$ cat src/inc/asp_pkg.sv
package asp_pkg;
  // ----------------------------------------------------------------
  // Register map (byte addresses)
  // ----------------------------------------------------------------
  localparam logic [7:0] CTRL_OFS = 8'h00;
  localparam logic [7:0] STAT_OFS = 8'h04;
  localparam logic [7:0] TXD_OFS = 8'h08;
  localparam logic [7:0] RXD_OFS = 8'h0C;
  localparam logic [7:0] DIV_OFS = 8'h10;
  localparam logic [7:0] IRQ_OFS = 8'h14;
  localparam logic [7:0] MASK_OFS = 8'h18;
  // ----------------------------------------------------------------
  // Control fields
  // ----------------------------------------------------------------
  localparam int CTRL_BITS8 = 0;
  localparam int CTRL_PAR_LO = 1;
  localparam int CTRL_FLOW = 3;
  localparam int CTRL_TERM = 4;
  localparam logic [4:0] CTRL_RST = 5'h01;
  localparam logic [15:0] DIV_RST = 16'h01B2;
  // ----------------------------------------------------------------
  // Interrupt bits
  // ----------------------------------------------------------------
  localparam int IRQ_RXDONE = 0;
  localparam int IRQ_TXDONE = 1;
  localparam int IRQ_FRAME = 2;
  localparam int IRQ_OVER = 3;
  localparam int IRQ_PARITY = 4;
  localparam int IRQ_W = 5;
  // Timing
  localparam int CLK_HZ = 50_000_000;
  localparam int BAUD_DEF = 115_200;
  localparam int DIV_MIN = 4;

  typedef enum logic [1:0] {PAR_NONE, PAR_ODD, PAR_EVEN} asp_par_e;

  typedef struct packed {
    logic bits8;
    asp_par_e par;
    logic flow;
    logic term;
  } asp_cfg_s;

  // Odd or even parity bit, as p selects (even only for PAR_EVEN), for the active data bits
  function automatic logic asp_parity(input logic [7:0] d, input logic bits8, input asp_par_e p);
    logic x;
    x = ^d[6:0] ^ (bits8 & d[7]);
    return (p == PAR_EVEN) ? x : ~x;
  endfunction
endpackage

$ cat src/verilog/asp_rx.sv
`timescale 1ns/1ps
module asp_rx (
  input wire logic clk,
  input wire logic rst_n,
  input wire logic [15:0] div,
  input wire asp_pkg::asp_cfg_s cfg,
  input wire logic rx_line,
  output logic done,
  output logic [7:0] data,
  output logic frame_err,
  output logic par_err
);
  typedef enum logic [1:0] {RX_IDLE, RX_START, RX_SHIFT, RX_STOP} asp_rxst_e;
  typedef struct packed {
    asp_rxst_e st;
    logic [15:0] cnt;
    logic [3:0] nbit;
    logic [8:0] sh;
    logic done;
    logic [7:0] data;
    logic ferr;
    logic perr;
    logic prev;
  } asp_rxs_s;

  asp_rxs_s s_reg, s_next;
  logic [3:0] nbits;
  logic [8:0] al;

  always_comb begin
    nbits = 4'(cfg.bits8 ? 8 : 7) + 4'(cfg.par != asp_pkg::PAR_NONE ? 1 : 0);
    // Shifted bits sit at the top of the register; bring them down to bit 0
    al = s_reg.sh >> (4'h9 - nbits);
    s_next = s_reg;
    s_next.done = 1'b0;
    s_next.prev = rx_line;
    unique case (s_reg.st)
      RX_IDLE: begin
        if (s_reg.prev && !rx_line) begin
          s_next.st = RX_START;
          s_next.cnt = {1'b0, div[15:1]};
        end
      end
      RX_START: begin
        if (s_reg.cnt == 16'h0000) begin
          s_next.st = rx_line ? RX_IDLE : RX_SHIFT;
          s_next.cnt = div - 16'h0001;
          s_next.nbit = 4'h0;
        end else begin
          s_next.cnt = s_reg.cnt - 16'h0001;
        end
      end
      RX_SHIFT: begin
        if (s_reg.cnt == 16'h0000) begin
          s_next.sh = {rx_line, s_reg.sh[8:1]};
          s_next.cnt = div - 16'h0001;
          s_next.nbit = s_reg.nbit + 4'h1;
          if (s_reg.nbit + 4'h1 == nbits) begin
            s_next.st = RX_STOP;
          end
        end else begin
          s_next.cnt = s_reg.cnt - 16'h0001;
        end
      end
      RX_STOP: begin
        if (s_reg.cnt == 16'h0000) begin
          s_next.st = RX_IDLE;
          s_next.done = 1'b1;
          s_next.data = cfg.bits8 ? al[7:0] : {1'b0, al[6:0]};
          s_next.ferr = !rx_line;
          s_next.perr = (cfg.par != asp_pkg::PAR_NONE) &&
            (asp_pkg::asp_parity(al[7:0], cfg.bits8, cfg.par) != (cfg.bits8 ? al[8] : al[7]));
        end else begin
          s_next.cnt = s_reg.cnt - 16'h0001;
        end
      end
    endcase
  end

  always_ff @(posedge clk or negedge rst_n) begin
    if (!rst_n) begin
      s_reg <= '{st: RX_IDLE, prev: 1'b1, default: '0};
    end else begin
      s_reg <= s_next;
    end
  end

  assign done = s_reg.done;
  assign data = s_reg.data;
  assign frame_err = s_reg.ferr;
  assign par_err = s_reg.perr;

  a_rx_idle_edge: assert property (@(posedge clk) disable iff (!rst_n)
    (s_reg.st == RX_IDLE && s_reg.prev && !rx_line) |=> s_reg.st == RX_START)
    else $error("rx did not start on falling edge");
endmodule // asp_rx

$ cat src/verilog/asp_top.sv
// Local design decisions: the register addresses and the APB interface to the registers.
`timescale 1ns/1ps
// Notes on behaviour
// - Frame: start 0, data lsb first, optional parity, stop 1.
// - Start falling edge launches timer; bits sampled mid-cell.
// - Line held high one full bit time after data or parity.
// - Transmitter idles with output high.
// - Flow control: assert rts, wait for cts before shifting data.
// - Without flow control send at once, no line checks.
// - Seven or eight data bits, one stop bit.
// - Parity odd/none native, odd/even/none terminal mode.
module asp_top (
  input wire logic clk,
  input wire logic rstn,
  input wire logic psel,
  input wire logic penable,
  input wire logic pwrite,
  input wire logic [7:0] paddr,
  input wire logic [31:0] pwdata,
  output logic [31:0] prdata,
  output logic pready,
  output logic pslverr,
  input wire logic rxd,
  input wire logic cts,
  output logic txd,
  output logic rts,
  output logic irq
);
  typedef enum logic [1:0] {TX_IDLE, TX_WAIT, TX_SHIFT} asp_txst_e;
  typedef struct packed {
    logic [1:0] rs;
    logic [1:0] rxs;
    logic [1:0] ctss;
    logic [4:0] ctrl;
    logic [15:0] div;
    logic [4:0] irq_st;
    logic [4:0] mask;
    logic [7:0] rxbuf;
    logic rxfull;
    logic [7:0] txbuf;
    logic txfull;
    asp_txst_e tst;
    logic [15:0] tcnt;
    logic [3:0] tleft;
    logic [10:0] tsh;
    logic txd;
    logic rts;
    logic irq;
    logic [31:0] prdata;
    logic pready;
    logic pslverr;
  } asp_st_s;

  asp_st_s s_reg, s_next;
  asp_pkg::asp_cfg_s cfg;
  logic rst_n;
  logic rx_done, rx_ferr, rx_perr;
  logic [7:0] rx_data;
  logic acc, fin, wr, rd;
  logic [4:0] ev;
  logic [3:0] flen;

  assign rst_n = s_reg.rs[1];
  assign cfg.bits8 = s_reg.ctrl[asp_pkg::CTRL_BITS8];
  assign cfg.flow = s_reg.ctrl[asp_pkg::CTRL_FLOW];
  assign cfg.term = s_reg.ctrl[asp_pkg::CTRL_TERM];
  // even parity only in terminal mode
  assign cfg.par = (s_reg.ctrl[2:1] == 2'h2 && s_reg.ctrl[asp_pkg::CTRL_TERM]) ? asp_pkg::PAR_EVEN :
    (s_reg.ctrl[2:1] == 2'h1) ? asp_pkg::PAR_ODD : asp_pkg::PAR_NONE;

  asp_rx u_rx (
    .clk(clk),
    .rst_n(rst_n),
    .div(s_reg.div),
    .cfg(cfg),
    .rx_line(s_reg.rxs[1]),
    .done(rx_done),
    .data(rx_data),
    .frame_err(rx_ferr),
    .par_err(rx_perr)
  );

  assign acc = psel && penable && !s_reg.pready;
  // Writes and read side effects land only at the edge that completes the transfer
  assign fin = psel && penable && s_reg.pready;
  assign wr = fin && pwrite;
  assign rd = fin && !pwrite;

  always_comb begin
    s_next = s_reg;
    s_next.rs = {s_reg.rs[0], 1'b1};
    s_next.rxs = {s_reg.rxs[0], rxd};
    s_next.ctss = {s_reg.ctss[0], cts};
    s_next.pready = acc;
    s_next.pslverr = 1'b0;
    ev = '0;
    // frame length: start + data + parity
    flen = 4'(cfg.bits8 ? 9 : 8) + 4'(cfg.par != asp_pkg::PAR_NONE ? 1 : 0);
    // ----------------------------------------------------------------
    // Register access
    // ----------------------------------------------------------------
    if (acc) begin
      s_next.prdata = '0;
      unique case (paddr)
        asp_pkg::CTRL_OFS: s_next.prdata = 32'(s_reg.ctrl);
        asp_pkg::STAT_OFS: s_next.prdata = {28'h0000000, s_reg.rts, s_reg.tst != TX_IDLE, s_reg.txfull, s_reg.rxfull};
        asp_pkg::TXD_OFS: s_next.prdata = 32'(s_reg.txbuf);
        asp_pkg::RXD_OFS: s_next.prdata = 32'(s_reg.rxbuf);
        asp_pkg::DIV_OFS: s_next.prdata = 32'(s_reg.div);
        asp_pkg::IRQ_OFS: s_next.prdata = 32'(s_reg.irq_st);
        asp_pkg::MASK_OFS: s_next.prdata = 32'(s_reg.mask);
        default: s_next.pslverr = 1'b1;
      endcase
    end
    if (rd && paddr == asp_pkg::RXD_OFS) s_next.rxfull = 1'b0;
    if (wr) begin
      unique case (paddr)
        asp_pkg::CTRL_OFS: s_next.ctrl = pwdata[4:0];
        asp_pkg::STAT_OFS, asp_pkg::RXD_OFS: ;
        asp_pkg::TXD_OFS: begin
          if (!s_reg.txfull) begin
            s_next.txbuf = pwdata[7:0];
            s_next.txfull = 1'b1;
          end
        end
        asp_pkg::DIV_OFS: begin
          if (pwdata[15:0] >= 16'(asp_pkg::DIV_MIN)) s_next.div = pwdata[15:0];
        end
        asp_pkg::IRQ_OFS: s_next.irq_st = s_reg.irq_st & ~pwdata[4:0];
        asp_pkg::MASK_OFS: s_next.mask = pwdata[4:0];
        default: ;
      endcase
    end
    // ----------------------------------------------------------------
    // Receive buffer
    // ----------------------------------------------------------------
    if (rx_done) begin
      if (s_next.rxfull) ev[asp_pkg::IRQ_OVER] = 1'b1;
      s_next.rxbuf = rx_data;
      s_next.rxfull = 1'b1;
      ev[asp_pkg::IRQ_RXDONE] = 1'b1;
      ev[asp_pkg::IRQ_FRAME] = rx_ferr;
      ev[asp_pkg::IRQ_PARITY] = rx_perr;
    end
    // ----------------------------------------------------------------
    // Transmitter
    // ----------------------------------------------------------------
    unique case (s_reg.tst)
      TX_IDLE: begin
        s_next.txd = 1'b1;
        s_next.rts = 1'b0;
        if (s_reg.txfull) begin
          s_next.tsh = cfg.bits8 ?
            {1'b1, asp_pkg::asp_parity(s_reg.txbuf, 1'b1, cfg.par), s_reg.txbuf, 1'b0} :
            {2'b11, asp_pkg::asp_parity(s_reg.txbuf, 1'b0, cfg.par), s_reg.txbuf[6:0], 1'b0};
          if (cfg.par == asp_pkg::PAR_NONE) s_next.tsh[flen] = 1'b1;
          s_next.txfull = 1'b0;
          // Count includes the stop bit, so it lasts a whole bit time before idle
          s_next.tleft = flen + 4'h1;
          s_next.rts = cfg.flow;
          s_next.tst = cfg.flow ? TX_WAIT : TX_SHIFT;
          s_next.tcnt = '0;
        end
      end
      TX_WAIT: begin
        if (s_reg.ctss[1]) s_next.tst = TX_SHIFT;
      end
      TX_SHIFT: begin
        if (s_reg.tcnt == 16'h0000) begin
          s_next.txd = s_reg.tsh[0];
          s_next.tsh = {1'b1, s_reg.tsh[10:1]};
          s_next.tcnt = s_reg.div - 16'h0001;
          s_next.tleft = s_reg.tleft - 4'h1;
          // stop bit lasts full bit time
          if (s_reg.tleft == 4'h0) begin
            s_next.tst = TX_IDLE;
            s_next.rts = 1'b0;
            ev[asp_pkg::IRQ_TXDONE] = 1'b1;
            s_next.txd = 1'b1;
          end
        end else begin
          s_next.tcnt = s_reg.tcnt - 16'h0001;
        end
      end
      default: s_next.tst = TX_IDLE;
    endcase
    // Set wins over a same-cycle clear
    s_next.irq_st = s_next.irq_st | ev;
    s_next.irq = |(s_next.irq_st & s_next.mask);
  end

  always_ff @(posedge clk or negedge rstn) begin
    if (!rstn) begin
      s_reg <= '{ctrl: asp_pkg::CTRL_RST, div: asp_pkg::DIV_RST, tst: TX_IDLE,
        rxs: 2'b11, txd: 1'b1, tsh: 11'h7FF, default: '0};
    end else begin
      s_reg <= s_next;
    end
  end

  assign prdata = s_reg.prdata;
  assign pready = s_reg.pready;
  assign pslverr = s_reg.pslverr;
  assign txd = s_reg.txd;
  assign rts = s_reg.rts;
  assign irq = s_reg.irq;

  a_tx_idle_high: assert property (@(posedge clk) disable iff (!rst_n)
    (s_reg.tst == TX_IDLE && $past(s_reg.tst) == TX_IDLE) |-> txd)
    else $error("tx line not high while idle");
  a_flow_wait_cts: assert property (@(posedge clk) disable iff (!rst_n)
    (s_reg.tst == TX_WAIT && !s_reg.ctss[1]) |=> s_reg.tst == TX_WAIT && txd)
    else $error("sent without clear to send");
  a_flow_rts_on: assert property (@(posedge clk) disable iff (!rst_n)
    (s_reg.tst == TX_WAIT) |-> rts)
    else $error("rts low while waiting");
  a_noflow_direct: assert property (@(posedge clk) disable iff (!rst_n)
    (s_reg.tst == TX_IDLE && s_reg.txfull && !cfg.flow) |=> s_reg.tst == TX_SHIFT)
    else $error("tx delayed without flow control");
  a_start_low: assert property (@(posedge clk) disable iff (!rst_n)
    (s_reg.tst == TX_SHIFT && $past(s_reg.tst) != TX_SHIFT) |=> !txd)
    else $error("start bit not low");
  a_stop_high: assert property (@(posedge clk) disable iff (!rst_n)
    $rose(ev[asp_pkg::IRQ_TXDONE]) |-> s_reg.txd)
    else $error("stop bit not high");
  a_overrun_flag: assert property (@(posedge clk) disable iff (!rst_n)
    (rx_done && s_reg.rxfull && !rd) |=> s_reg.irq_st[asp_pkg::IRQ_OVER])
    else $error("overrun not flagged");
  a_even_term: assert property (@(posedge clk) disable iff (!rst_n)
    (cfg.par == asp_pkg::PAR_EVEN) |-> cfg.term)
    else $error("even parity outside terminal mode");
  a_frame_flag: assert property (@(posedge clk) disable iff (!rst_n)
    (rx_done && rx_ferr) |=> s_reg.irq_st[asp_pkg::IRQ_FRAME])
    else $error("framing error not flagged");
  c_tx_frame: cover property (@(posedge clk) ev[asp_pkg::IRQ_TXDONE]);
  c_rx_frame: cover property (@(posedge clk) rx_done);
  c_flow_wait: cover property (@(posedge clk) s_reg.tst == TX_WAIT ##1 s_reg.tst == TX_SHIFT);
  c_irq: cover property (@(posedge clk) irq);
endmodule // asp_top

$ cat config.mk
export PLATFORM = sky130hd
export DESIGN_NAME = asp_top
export DESIGN_NICKNAME = d
export VERILOG_FILES = /design/src/inc/asp_pkg.sv /design/src/verilog/asp_rx.sv /design/src/verilog/asp_top.sv
export SDC_FILE = /design/constraint.sdc
export NUM_CORES = 1
export LEC_CHECK = 0
export BUFFER_PORTS_ARGS = -buffer_cell sky130_fd_sc_hd__buf_2
export CORE_AREA = 3 3 150 152
export CTS_BUF_LIST = sky130_fd_sc_hd__clkbuf_8
export CTS_CLUSTER_SIZE = 20
export DETAILED_ROUTE_END_ITERATION = 10
export DIE_AREA = 0 0 153 155
export PLACE_DENSITY = 0.64
export REMOVE_ABC_BUFFERS = 1
export SLEW_MARGIN = 25
export SYNTH_ARGS = -nofsm -noshare
export SYNTH_HDL_FRONTEND = slang
export SYNTH_SLANG_ARGS = --single-unit
$ cat constraint.sdc
create_clock -name clk -period 1.8 [get_ports clk]
set_clock_uncertainty 0.05 [all_clocks]
set_input_delay 0.09 -clock clk [delete_from_list [all_inputs] [get_ports clk]]
set_output_delay 0.09 -clock clk [all_outputs]
set_load 0.03 [all_outputs]
# Word level (Yosys, flattened, before mapping)
# Cells that the tools add are included.
# word_totals
word_cells,178
inputBits,47
reg_bits,168
out_inout_bits,37
# classes
addsub,9
bitwise,12
n_reduce_logical,41
shift,1
muxes,56
magnitude_cmp,3
eq_ne,26
# op_table
op,count
$pmux 16 s7,1
$pmux 18 s4,1
$pmux 33 s2,1
$mux 16,3
$sub 16x1->16 const B,3
$mux 34,1
$mux 11,3
$logic_not 16->1,2
$eq 8x5->1 const B,3
$mux 2,11
$mux 1,21
$mux 10,2
$mux 18,1
$mux 17,1
$eq 8x4->1 const B,2
$ge 16x3->1 const B,1
$reduce_and 3->1,5
$reduce_xor 7->1,2
$mux 13,1
$reduce_and 2->1,6
$or 11x11->11,1
$and 5x5->5,2
$eq 2x2->1 const B,5
$logic_and 1x1->1,10
34 further kinds,59

# Depth between registers and ports, before layout
# Gate-level depths: netlist of run 1.
# logic_depth
depth_word,16
mapped_depth,11
depth_no_buf,10

# Hierarchy
# From an unflattened synthesis of run 1, not the netlist that was laid out.
# unflattened
hier_cells,993
area_unflattened_um2,9282.7
# modules_own_cells
mod,area_per_inst_um2,cells_each,n_inst,seq_area_each_um2
asp_top,6025.8,597,1,2752.6
asp_rx,3256.9,396,1,1077.3

# Least setup slack after synthesis of run 1
# Ideal clock, no wire load.
# synth_timing
path_kind,reg-to-reg
start,"register s_reg, in the netlist cfg[4]"
end,"register u_rx.s_reg, in the netlist u_rx.par_err"
n_path_buf,2
path_slack_ns,-1.109
stages_incl_launch_ff,11
setup_time_ns,0.095
period_less_slack_ns,2.909
arrival_ns,2.763
t_required_ns,1.655
path_cell_list,dfstp_2 clkbuf_1 inv_1 ha_1 buf_2 mux4_2 nand2_1 xor2_1 xnor3_1 xnor2_1 o31ai_1
# synth_between
elab_chain_len,10
word_cells_on_any_way,12
classes_between,2 x add/sub; 1 x eq/ne; 1 x shift; 3 x mux; 3 x bitwise; 2 x reduce/logical
# synth_rtl
element,line_no,text
from (decl),asp_top.sv:54,"asp_st_s s_reg, s_next;"
from (signal assigned),asp_top.sv:194,"s_reg <= '{ctrl: asp_pkg::CTRL_RST, div: asp_pkg::DIV_RST, tst: TX_IDLE,"
from (signal assigned),asp_top.sv:197,s_reg <= s_next;
$mux 4,asp_rx.sv:31,nbits = 4'(cfg.bits8 ? 8 : 7) + 4'(cfg.par != asp_pkg::PAR_NONE ? 1 : 0);
$add 4x4->4,asp_rx.sv:31,
$sub 4x4->4,asp_rx.sv:33,al = s_reg.sh >> (4'h9 - nbits);
$shr 9x4->9,asp_rx.sv:33,
$reduce_xor 7->1 or $and 1x1->1 (tied branches),asp_pkg.sv:47,x = ^d[6:0] ^ (bits8 & d[7]);
$xor 1x1->1,asp_pkg.sv:47,
$not 1->1,asp_pkg.sv:48,return (p == PAR_EVEN) ? x : ~x;
$mux 1,asp_pkg.sv:48,
$ne 1x1->1 (*),asp_rx.sv:72,"(asp_pkg::asp_parity(al[7:0], cfg.bits8, cfg.par) != (cfg.bits8 ? al[8] : al[7]));"
$logic_and 1x1->1 (*),asp_rx.sv:71,s_next.perr = (cfg.par != asp_pkg::PAR_NONE) &&
to (signal assigned),asp_rx.sv:84,s_reg <= s_next;
to (decl),asp_rx.sv:26,"asp_rxs_s s_reg, s_next;"
# Every way passes the cells marked *; elsewhere a longest branch is shown, timed or not.
# A chain may end at the register's enable or synchronous reset.

# Worst setup path in the final report of run 1
# layout_timing
start,register s_reg[115] (netlist name)
end,"register u_rx.s_reg, in the netlist u_rx.par_err"
# layout_between
elab_chain_len,14
word_cells_on_any_way,19
classes_between,2 x add/sub; 4 x eq/ne; 1 x shift; 5 x mux; 3 x bitwise; 4 x reduce/logical
# layout_rtl
element,line_no,text
$eq 2x1->1 or $eq 2x2->1 (tied branches),"asp_top.sv:69, asp_top.sv:68",
$mux 1 or $logic_and 1x1->1 (tied branches),"asp_top.sv:69, asp_top.sv:68",
$mux 2 (*),asp_top.sv:68,assign cfg.par = (s_reg.ctrl[2:1] == 2'h2 && s_reg.ctrl[asp_pkg::CTRL_TERM]) ? asp_pkg::PAR_EVEN :
$reduce_bool 2->1,"asp_rx.sv:31, asp_rx.sv:71",
$mux 1,asp_rx.sv:31,
$add 4x4->4,asp_rx.sv:31,
$sub 4x4->4,asp_rx.sv:33,
$shr 9x4->9,asp_rx.sv:33,
$reduce_xor 7->1 or $and 1x1->1 (tied branches),asp_pkg.sv:47,
$xor 1x1->1,asp_pkg.sv:47,
$not 1->1,asp_pkg.sv:48,
$mux 1,asp_pkg.sv:48,
$ne 1x1->1,asp_rx.sv:72,
$logic_and 1x1->1 (*),asp_rx.sv:71,
# Marked as above.

==> results of run 1 <==
-- stage by stage --
stage / area [µm²] / setup TNS (ns) / instances / setup slack, ns
3_3_place_gp: 10400 / -25.45 / 1354 / -0.946
6_report: 12600 / -31.41 / 1458 / -0.887
5_1_grt: 12600 / -37.17 / 1458 / -1.05
2_1_floorplan: 8270 / -47.44 / 833 / -1.20
3_5_place_dp: 10400 / -28.58 / 1354 / -1.02
4_1_cts: 12000 / -26.79 / 1443 / -0.855
-- layer usage --
| metal | share of wire [%] | up-vias |
|---|---|---|
| li1 | - | 3740 |
| met4 | 3.6 | 0 |
| met3 | 5.2 | 68 |
| met2 | 48 | 288 |
| met5 | 0 | - |
| met1 | 43 | 4038 |
-- power by group --
part | switching (W) | leakage, nW | total (W) | internal, W
sequential | 0.000169 | 1.93 | 0.00381 | 0.00364
combinational | 0.00239 | 3.67 | 0.00448 | 0.00209
clock | 0.00149 | 0.184 | 0.00266 | 0.00116
total | 0.00405 | 5.79 | 0.0110 | 0.00690
-- worst min-delay path: cells and delay by family --
| kind | cells | cell delay, ns |
|---|---|---|
| buffers and inverters | 2 | 0.17 |
| and+or+nand+nor | 2 | 0.14 |
| AOI/OAI and AO/OA | 2 | 0.11 |
-- cell usage after synthesis, types with 7 or more instances --
cell type and instances:
nor3_1 27, buf_4 35, nor2_1 40, a21oi_1 32, ha_1 14, nor3b_1 7
xor2_1 14, o31ai_1 8, mux4_2 7, nand4_1 8, a22oi_1 12, o22ai_1 8
o211ai_1 8, nor4_1 13, mux2i_1 11, dfrtp_1 131, clkbuf_1 32, buf_2 10
nand2_1 117, xnor2_1 17, dfstp_2 21, nand2b_1 14, or3_1 12, nand3_1 23
a22o_1 7, a211oi_1 10, o21ai_0 91, inv_1 25, mux2_2 56
-- cell type report --
class | instances | area, µm² | share of cell area (%)
Inverter | 25 | 93.8 | 0.747
Clock inverter | 14 | 139 | 1.11
Sequential cell | 152 | 3830 | 30.5
Timing Repair Buffer | 316 | 2640 | 21.0
Multi-Input combinational cell | 658 | 5270 | 42.0
Tap cell | 275 | 344 | 2.74
Clock buffer | 18 | 248 | 1.97
-- final timing paths --
kind                                  endpoint  startpoint  cells past startpoint
worst max-delay path              u_rx.par_err  s_reg[115]                      9
worst min-delay path                 prdata[0]    paddr[1]                      6
worst max register to register    u_rx.par_err  s_reg[115]                      9
worst min register to register  u_rx.s_reg[34]       rst_n                      0
max in group asynchronous        u_rx.s_reg[0]       rst_n                      1
min in group asynchronous          s_next[124]        rstn                      2
-- repair_timing --
| action | 4_1_cts | 5_1_grt |
|---|---|---|
| hold buffers | 22 | 0 |
| buffers inserted | 30 | 27 |
| endpoints found under the setup margin | 86 | 90 |
| endpoints found under the hold margin | 131 | 0 |
| gates cloned | 7 | 2 |
| pin swaps | 88 | 44 |
| gates resized for setup | 211 | 115 |
-- cell families (layout without fill, tap and decap cells) --
| logic type | after synthesis | after routing |
|---|---|---|
| AO/OA/AOI/OAI | 219 | 219 |
| other | 2 | 17 |
| flip-flops | 152 | 152 |
| XOR/XNOR | 34 | 34 |
| adder cells (fa/ha/maj) | 14 | 14 |
| buffers and inverters | 107 | 373 |
| AND/OR/NAND/NOR | 298 | 300 |
| multiplexers | 74 | 74 |
==> impl_metrics.toml, run 1 <==
[routing]
wire_per_inst_um = 18.8
firstDrtPassIters = 5
antenna_left = 0
drt-initial-drc-count = 627
wirelength_mm = 27.5
vias = 8134
viasPerCell = 5.58
remaining_drc_errors = 0

[worst_setup_path]
cp.required_ns = 2.13
cpPeakStageDelay_ns = 0.51
arrival_ns = 3.02
critPathMaxFanout = 5
crit_chain = "nand3b_1 -> a21boi_4 -> ha_4 -> mux4_2 -> nand2_2 -> xor2_1 -> xnor3_1 -> xnor2_1 -> o31ai_1"
r2r_slack_ns = -0.89
cp-start-kind = "register"
crit_buf_inv = 0
path_class = "register to register"
crit_slowest_cell = "mux4_2"
cp_top_family = "XOR/XNOR gates"
crit_path_end_kind = "register"

[pwr]
ir_worst_vdd_v = 0.000535
p_leak_nw = 5.79
powerDensity_nw_per_um2 = 872
total_power_w = 0.0110

[timing]
timing.final.crit_share_pct = 149
fin_ws_ns = -0.887
hold_slack_ns = 0.0196
fmax_mhz = 372
slew_viol_final = 0
rsz0062_at_grt = "yes"
hold_viol = 0
relSlewSlack_pct = 65.2
setup_violations = 78
finalCriticalPeriod_ns = 2.69
tightest_slew_ns = 0.521

[global_routing]
grt_use_met3_pct = 3.98
busiest_layer = "met2"
grt_max_degree = 44
use_met2_pct = 37.0
antenna_found_initial = 0
met1_usage_pct = 30.0
grt_pass1_vias = 8190
gr-usage-all-layers_pct = 22.6
grt_pass1_wl_mm = 43.2
overflow = 0

[placement]
io_buffer_count = 51
place.gp.congestion = 0.915
dp_hpwl_mm = 18.1

[clocking]
clkTransAtPathRegs_ns = 0.09
clk_latency_ns = 0.48
cts-buffers-inserted = 17
cts_tree = "yes"
root_buffer = "clkbuf_8"
clock_path_buffers = 2
htree_num_levels = 4
cts.sinks = 152

[synth]
ys_ff_latch = 152
ys_seq_area_share_pct = 44.2
yosys.area_share.simple_pct = 17.0
yosysTopAreaCell = "dfrtp_1"
synth_edf_count = 0
synth_top_area_share_pct = 37.8
synth_area_um2 = 8670
syn_avg_cell_area_um2 = 9.63
synthArstFlopShare_pct = 100
synthXorXnorAreaFrac_pct = 3.91
synth_compound_area_share_pct = 16.0
synth_top_family_by_area = "simple AND/OR/NAND/NOR gates"
synthTopCellsByArea = "dfrtp_1 38%, mux2_2 7.3%, dfstp_2 6.4%"
synth_cell_types = 71
syn_inst = 900
synthAdderAreaFrac_pct = 2.02
synth_flop_cell = "dfrtp_1"
yosysWarningCount = 0
synthMuxAreaShare_pct = 10.4

[die]
die-width_um = 153
fp-row-count = 53
start_util_pct = 41.0
die_h_um = 155
ioPinCount = 84
coreArea_um2 = 21200
die_area_um2 = 23700

[final_layout]
layout_common_cells = "192 x buf_4, 130 x dfrtp_1, 89 x nand2_1, 55 x mux2_2, 50 x buf_2"
diodes = 0
final_nets = 1231
area_growth_pct = 44.9
fillerInstances = 1692
fin_util_pct = 59.4
largest_reg_flops = 81
drive_gt1_share_pct = 48.5
final_common_cell = "buf_4"

[run]
drv_cap = 0

[run_status]
violations = "negative setup slack"
status = "complete, but fails checks"

[min_path]
hold_class = "input port to register"
(Power assumes the default switching activity.)
==> run 2, diff against run 1 <==
--- a/config.mk
+++ b/config.mk
@@ -6,14 +6,14 @@
 export NUM_CORES = 1
 export LEC_CHECK = 0
 export BUFFER_PORTS_ARGS = -buffer_cell sky130_fd_sc_hd__buf_2
-export CORE_AREA = 3 3 150 152
+export CORE_AREA = 4 4 151 153
 export CTS_BUF_LIST = sky130_fd_sc_hd__clkbuf_8
 export CTS_CLUSTER_SIZE = 20
 export DETAILED_ROUTE_END_ITERATION = 10
-export DIE_AREA = 0 0 153 155
+export DIE_AREA = 0 0 155 157
 export PLACE_DENSITY = 0.64
 export REMOVE_ABC_BUFFERS = 1
-export SLEW_MARGIN = 25
+export SLEW_MARGIN = 10
 export SYNTH_ARGS = -nofsm -noshare
 export SYNTH_HDL_FRONTEND = slang
 export SYNTH_SLANG_ARGS = --single-unit
==> constraint.sdc (replaced) <==
create_clock -name clk -period 1.8 [get_ports clk]
set_clock_uncertainty 0.05 [all_clocks]
set_input_delay 0.09 -clock clk [delete_from_list [all_inputs] [get_ports clk]]
set_output_delay 0.09 -clock clk [all_outputs]
set_load 0.01 [all_outputs]
==> run 2 against run 1 <==
The run still ends with negative setup slack left. Global-route usage decreased by 0.24 points. First-iteration DRC count decreased by 24%. Sequential share of layout area increased by 0.65 points. Sequential cell count unchanged. Routed wire length decreased by 0.24%. Register-to-register slack about the same. Highest routed layer unchanged.
==> impl_metrics.toml, run 2 (same netlist as run 1, synthesis figures left out) <==
[placement]
place.gp.congestion = 0.905
placedCellCount = 1374
io_buffer_count = 51
dp_hpwl_mm = 19.3
pre_cts_slack_ns = -0.964

[final_layout]
drive_gt1_share_pct = 46.4
area_growth_pct = 41.9
fillerInstances = 1833
regArea_um2 = 3830
final_common_cell = "buf_4"
largest_reg_flops = 81
diodes = 0
final_nets = 1237
layout_common_cells = "206 x buf_4, 130 x dfrtp_1, 92 x nand2_1, 55 x mux2_2, 50 x buf_2"
layout.cells.non_filler = 1469
multi_input_area_um2 = 5040

[die]
die_h_um = 157
start_util_pct = 40.2
die_area_um2 = 24300
coreArea_um2 = 21600
ioPinCount = 84
die-width_um = 155
fp-row-count = 54

[clocking]
cts_tree = "yes"
cts-buffers-inserted = 17
clock_path_buffers = 2
root_buffer = "clkbuf_8"
cts.sinks = 152
clk_latency_ns = 0.48
htree_num_levels = 4
clkTransAtPathRegs_ns = 0.11

[worst_setup_path]
critPathMaxFanout = 4
crit_path_end_kind = "register"
cp-start-kind = "register"
cp.required_ns = 2.12
arrival_ns = 3.01
path_class = "register to register"

[run_status]
violations = "negative setup slack"
status = "complete, but fails checks"

[timing]
relSlewSlack_pct = 55.0
hold_viol = 0
fmax_mhz = 372
setup_violations = 77
fin_ws_ns = -0.891
tns_ns = -31.96
slew_viol_final = 0
timing.final.crit_share_pct = 149
tightest_slew_ns = 0.672
rsz0062_at_grt = "yes"
finalCriticalPeriod_ns = 2.69

[global_routing]
grt_pass1_wl_mm = 43.0
gr-usage-all-layers_pct = 22.3
antenna_found_initial = 0
overflow = 0
grt_pass1_vias = 8061
grt_max_degree = 35

[routing]
remaining_drc_errors = 0
viasPerCell = 5.45
drt-initial-drc-count = 476
antenna_left = 0
wire_per_inst_um = 18.7
firstDrtPassIters = 5
vias = 8006
wirelength_mm = 27.4

[run]
drv_cap = 0

[pwr]
comb_power_share_pct = 40.5
p_leak_nw = 5.72
seq_power_share_pct = 35.5
ir_worst_vdd_v = 0.000498
total_power_w = 0.0108
net-switching-power_w = 0.00385
intPower_w = 0.00694
clockPowerShare_pct = 24.1
swShare_pct = 35.7
powerDensity_nw_per_um2 = 876

[min_path]
hold_class = "input port to asynchronous set/reset pin"
run 2: cell types whose count changed in the layout (fill, tap and decap cells not counted), moves of 4 or more:
cell and change:
a21oi_1 +5, nand2_4 -6, buf_4 +14, o21ai_0 +5, o21ai_2 -6, buf_16 -4
run 2: per-layer routing:
metal / share of wire [%] / global-route usage, % / vias up / wire, µm
li1: - / - / 3751 / -
met1: 43 / 29.3 / 3944 / 11800
met2: 49 / 37.5 / 252 / 13500
met3: 4.8 / 4.56 / 59 / 1310
met4: 3.0 / 6.48 / 0 / 836
met5: 0 / 0 / - / 0
run 2: final cells by class:
class	instances	area share, %
sequential	152	31.1
clock buffer	17	1.90
tap	280	2.85
timing repair buffer	324	21.2
clock inverter	15	1.16
inverter	25	0.763
multi-input combinational	656	41.0
run 2: power by group through the flow:
stage | sequential, W | combinational, W | clock, W
finish | 0.00383 | 0.00436 | 0.00259
global route | 0.00385 | 0.00473 | 0.00280
global placement | 0.00386 | 0.00319 | 0
floorplan | 0.00389 | 0.00158 | 0
CTS | 0.00382 | 0.00385 | 0.00264
detailed placement | 0.00386 | 0.00322 | 0
run 2: per-stage QoR:
step / util [%] / instance area, µm² / hold WS, ns
floorplan: - / 8270 / -0.256
finish: 57.1 / 12300 / 0.0601
detailed placement: 48.7 / 10500 / 0.0178
global route: 57.1 / 12300 / 0.0711
CTS: 55.1 / 11900 / 0.0431
global placement: 48.7 / 10500 / 0.0153
run 2: final timing paths:
kind | startpoint | endpoint | slack, ns | depth (start not counted)
min in group clk | paddr[3] | pslverr | 0.06 | 4
hold reg to reg | rst_n | u_rx.s_reg[15] | 0.26 | 0
max in group asynchronous | rst_n | u_rx.data[7] | 0.81 | 1
setup reg to reg | s_reg[115] | u_rx.par_err | -0.89 | 9
setup / recovery | s_reg[115] | u_rx.par_err | -0.89 | 9
hold / removal | rstn | s_reg[73] | 0.06 | 2
run 2: timing repair:
action	CTS	global route
pin swaps	91	48
hold endpoints to repair	131	0
gates resized for setup	196	70
hold buffers	23	0
endpoints found under the setup margin	86	87
buffers inserted	23	20
cloned	4	0
run 2: critical path, stage by stage, from the launching register on:
cell and delay [ns]:
dfrtp_1 0.39, nand3b_1 0.17, a21boi_4 0.16, ha_4 0.30
mux4_2 0.51, nand2_2 0.09, xor2_1 0.15, xnor3_1 0.42
xnor2_1 0.14, o31ai_1 0.22
==> run 3, diff against run 2 <==
--- a/config.mk
+++ b/config.mk
@@ -11,7 +11,7 @@
 export CTS_CLUSTER_SIZE = 20
 export DETAILED_ROUTE_END_ITERATION = 10
 export DIE_AREA = 0 0 155 157
-export PLACE_DENSITY = 0.64
+export PLACE_DENSITY = 0.66
 export REMOVE_ABC_BUFFERS = 1
 export SLEW_MARGIN = 10
 export SYNTH_ARGS = -nofsm -noshare
==> run 3 against run 2 <==
Clock power rose by 3%. Routed wire length rose by 3.5%. Critical path type unchanged. The flow still finishes with violations (negative setup slack). Critical endpoint unchanged. Setup slack got worse by 0.15 ns. Core utilization rose by 1.2 points. Sequential power barely moved. Critical path depth rose by 1.
==> impl_metrics.toml, run 3 (same netlist as run 1, synthesis figures left out) <==
[routing]
antenna_left = 0
wirelength_mm = 28.4
drt-initial-drc-count = 710
remaining_drc_errors = 0
viasPerCell = 5.60
firstDrtPassIters = 5
wire_per_inst_um = 19.3
vias = 8250

[die]
start_util_pct = 40.2
die-width_um = 155
coreArea_um2 = 21600
die_h_um = 157
fp-row-count = 54
die_area_um2 = 24300
ioPinCount = 84

[worst_setup_path]
r2r_end = "u_rx.par_err"
crit_slowest_cell = "dfrtp_1"
arrival_ns = 3.16
cp.required_ns = 2.12
crit_path_end_kind = "register"
path_class = "register to register"
cpPeakStageDelay_ns = 0.41
crit_chain = "nand3b_1 -> a21boi_4 -> ha_4 -> buf_4 -> xor2_1 -> a2bb2oi_2 -> mux2i_1 -> xnor3_1 -> xnor2_1 -> o31ai_1"
r2r_slack_ns = -1.04
crit_path_start = "s_reg[116]"
reg2reg_depth = 10
worstReg2RegStart = "s_reg[116]"
critPathMaxFanout = 8
cp-start-kind = "register"

[run]
drv_cap = 0

[global_routing]
met1_usage_pct = 29.1
gr-usage-all-layers_pct = 23.0
grt_pass1_wl_mm = 44.5
grt_pass1_vias = 8334
grt_use_met3_pct = 4.54
overflow = 0
busiest_layer = "met2"
use_met2_pct = 39.0
grt_max_degree = 47
antenna_found_initial = 0

[timing]
timing.final.crit_share_pct = 158
setup_violations = 77
hold_viol = 0
slew_viol_final = 0
rsz0062_at_grt = "yes"
finalCriticalPeriod_ns = 2.84
fin_ws_ns = -1.04
fmax_mhz = 352
relSlewSlack_pct = 62.6
tns_ns = -26.91
tightest_slew_ns = 0.559

[placement]
pre_cts_slack_ns = -0.985
dp_hpwl_mm = 18.7
postPlaceCellArea_um2 = 10500
io_buffer_count = 51
place.gp.congestion = 0.916
placedCellCount = 1369

[clocking]
cts-buffers-inserted = 17
clock_path_buffers = 2
cts.sinks = 152
root_buffer = "clkbuf_8"
htree_num_levels = 4
clkTransAtPathRegs_ns = 0.08
cts_tree = "yes"
clk_latency_ns = 0.46

[pwr]
powerDensity_nw_per_um2 = 872
p_leak_nw = 5.79
ir_worst_vdd_v = 0.000633

[run_status]
status = "complete, but fails checks"
violations = "negative setup slack"

[final_layout]
area_growth_pct = 44.8
layout.cells.non_filler = 1474
final_nets = 1242
drive_gt1_share_pct = 48.6
largest_reg_flops = 81
layout_common_cells = "198 x buf_4, 130 x dfrtp_1, 94 x nand2_1, 54 x mux2_2, 50 x buf_2"
final_common_cell = "buf_4"
diodes = 0
design_area_um2 = 12600

[min_path]
hold_start = "penable"
min_to = "pready"
hold_class = "input port to register"
whs_path_depth = 4
## run 3: cell count changes in the layout (fill, tap and decap cells not counted), sizes merged
cell	previous run	this run
bufinv	1	2
clkinv	3	8
inv	34	28
buf	301	307
dlygate4sd3	23	22
## run 3: stage by stage
stage / hold WS, ns / utilization, % / power (W)
after global placement: 0.0164 / 48.6 / 0.00705
after detailed placement: 0.0150 / 48.6 / 0.00710
after global routing: 0.0653 / 58.2 / 0.0115
final: 0.0485 / 58.2 / 0.0109
after CTS: 0.0174 / 56.4 / 0.0106
after floorplan: -0.256 / - / 0.00547
## run 3: layout make-up
cell class	count	area, µm²
tap	280	350
clock inverter	15	151
clock buffer	17	234
timing repair buffer	329	2710
multi-input combinational	656	5180
fill	1684	9000
inverter	25	93.8
sequential	152	3830
## run 3: how the worst max path moves through the flow
stage	end	slack (ns)
after global routing	u_rx.par_err	-1.13
final	u_rx.par_err	-1.04
after CTS	u_rx.par_err	-0.87
after global placement	u_rx.par_err	-0.89
after detailed placement	u_rx.par_err	-0.98
after floorplan	u_rx.par_err	-1.20
## run 3: power breakdown
part | switching (W) | leakage, nW | internal [W]
Clock | 0.00143 | 0.194 | 0.00123
Combinational | 0.00227 | 3.66 | 0.00219
Sequential | 0.000184 | 1.93 | 0.00364
## run 3: worst max-delay path, delay by kind of cell, from the launching register on
kind,cells,cell delay [ns]
buffers and inverters,1,0.17
adders and majority gates,1,0.25
AOI/OAI and AO/OA,3,0.68
xor gates and xnor gates,3,0.75
muxes,1,0.30
and+or+nand+nor,1,0.13
DFF,1,0.41
## run 3: repair_timing
item / CTS / global route
buffers inserted: 35 / 25
pin swaps: 89 / 55
setup endpoints to repair: 86 / 93
gates cloned: 8 / 0
hold endpoints to repair: 131 / 0
gates resized for setup: 239 / 86
hold buffers: 22 / 0
## run 3: metal layers
metal / up-vias / share of wire (%) / wire length, µm
li1: 3763 / - / -
met1: 4123 / 41 / 11800
met2: 286 / 50 / 14100
met3: 78 / 4.8 / 1360
met4: 0 / 3.9 / 1110
met5: - / 0 / 0
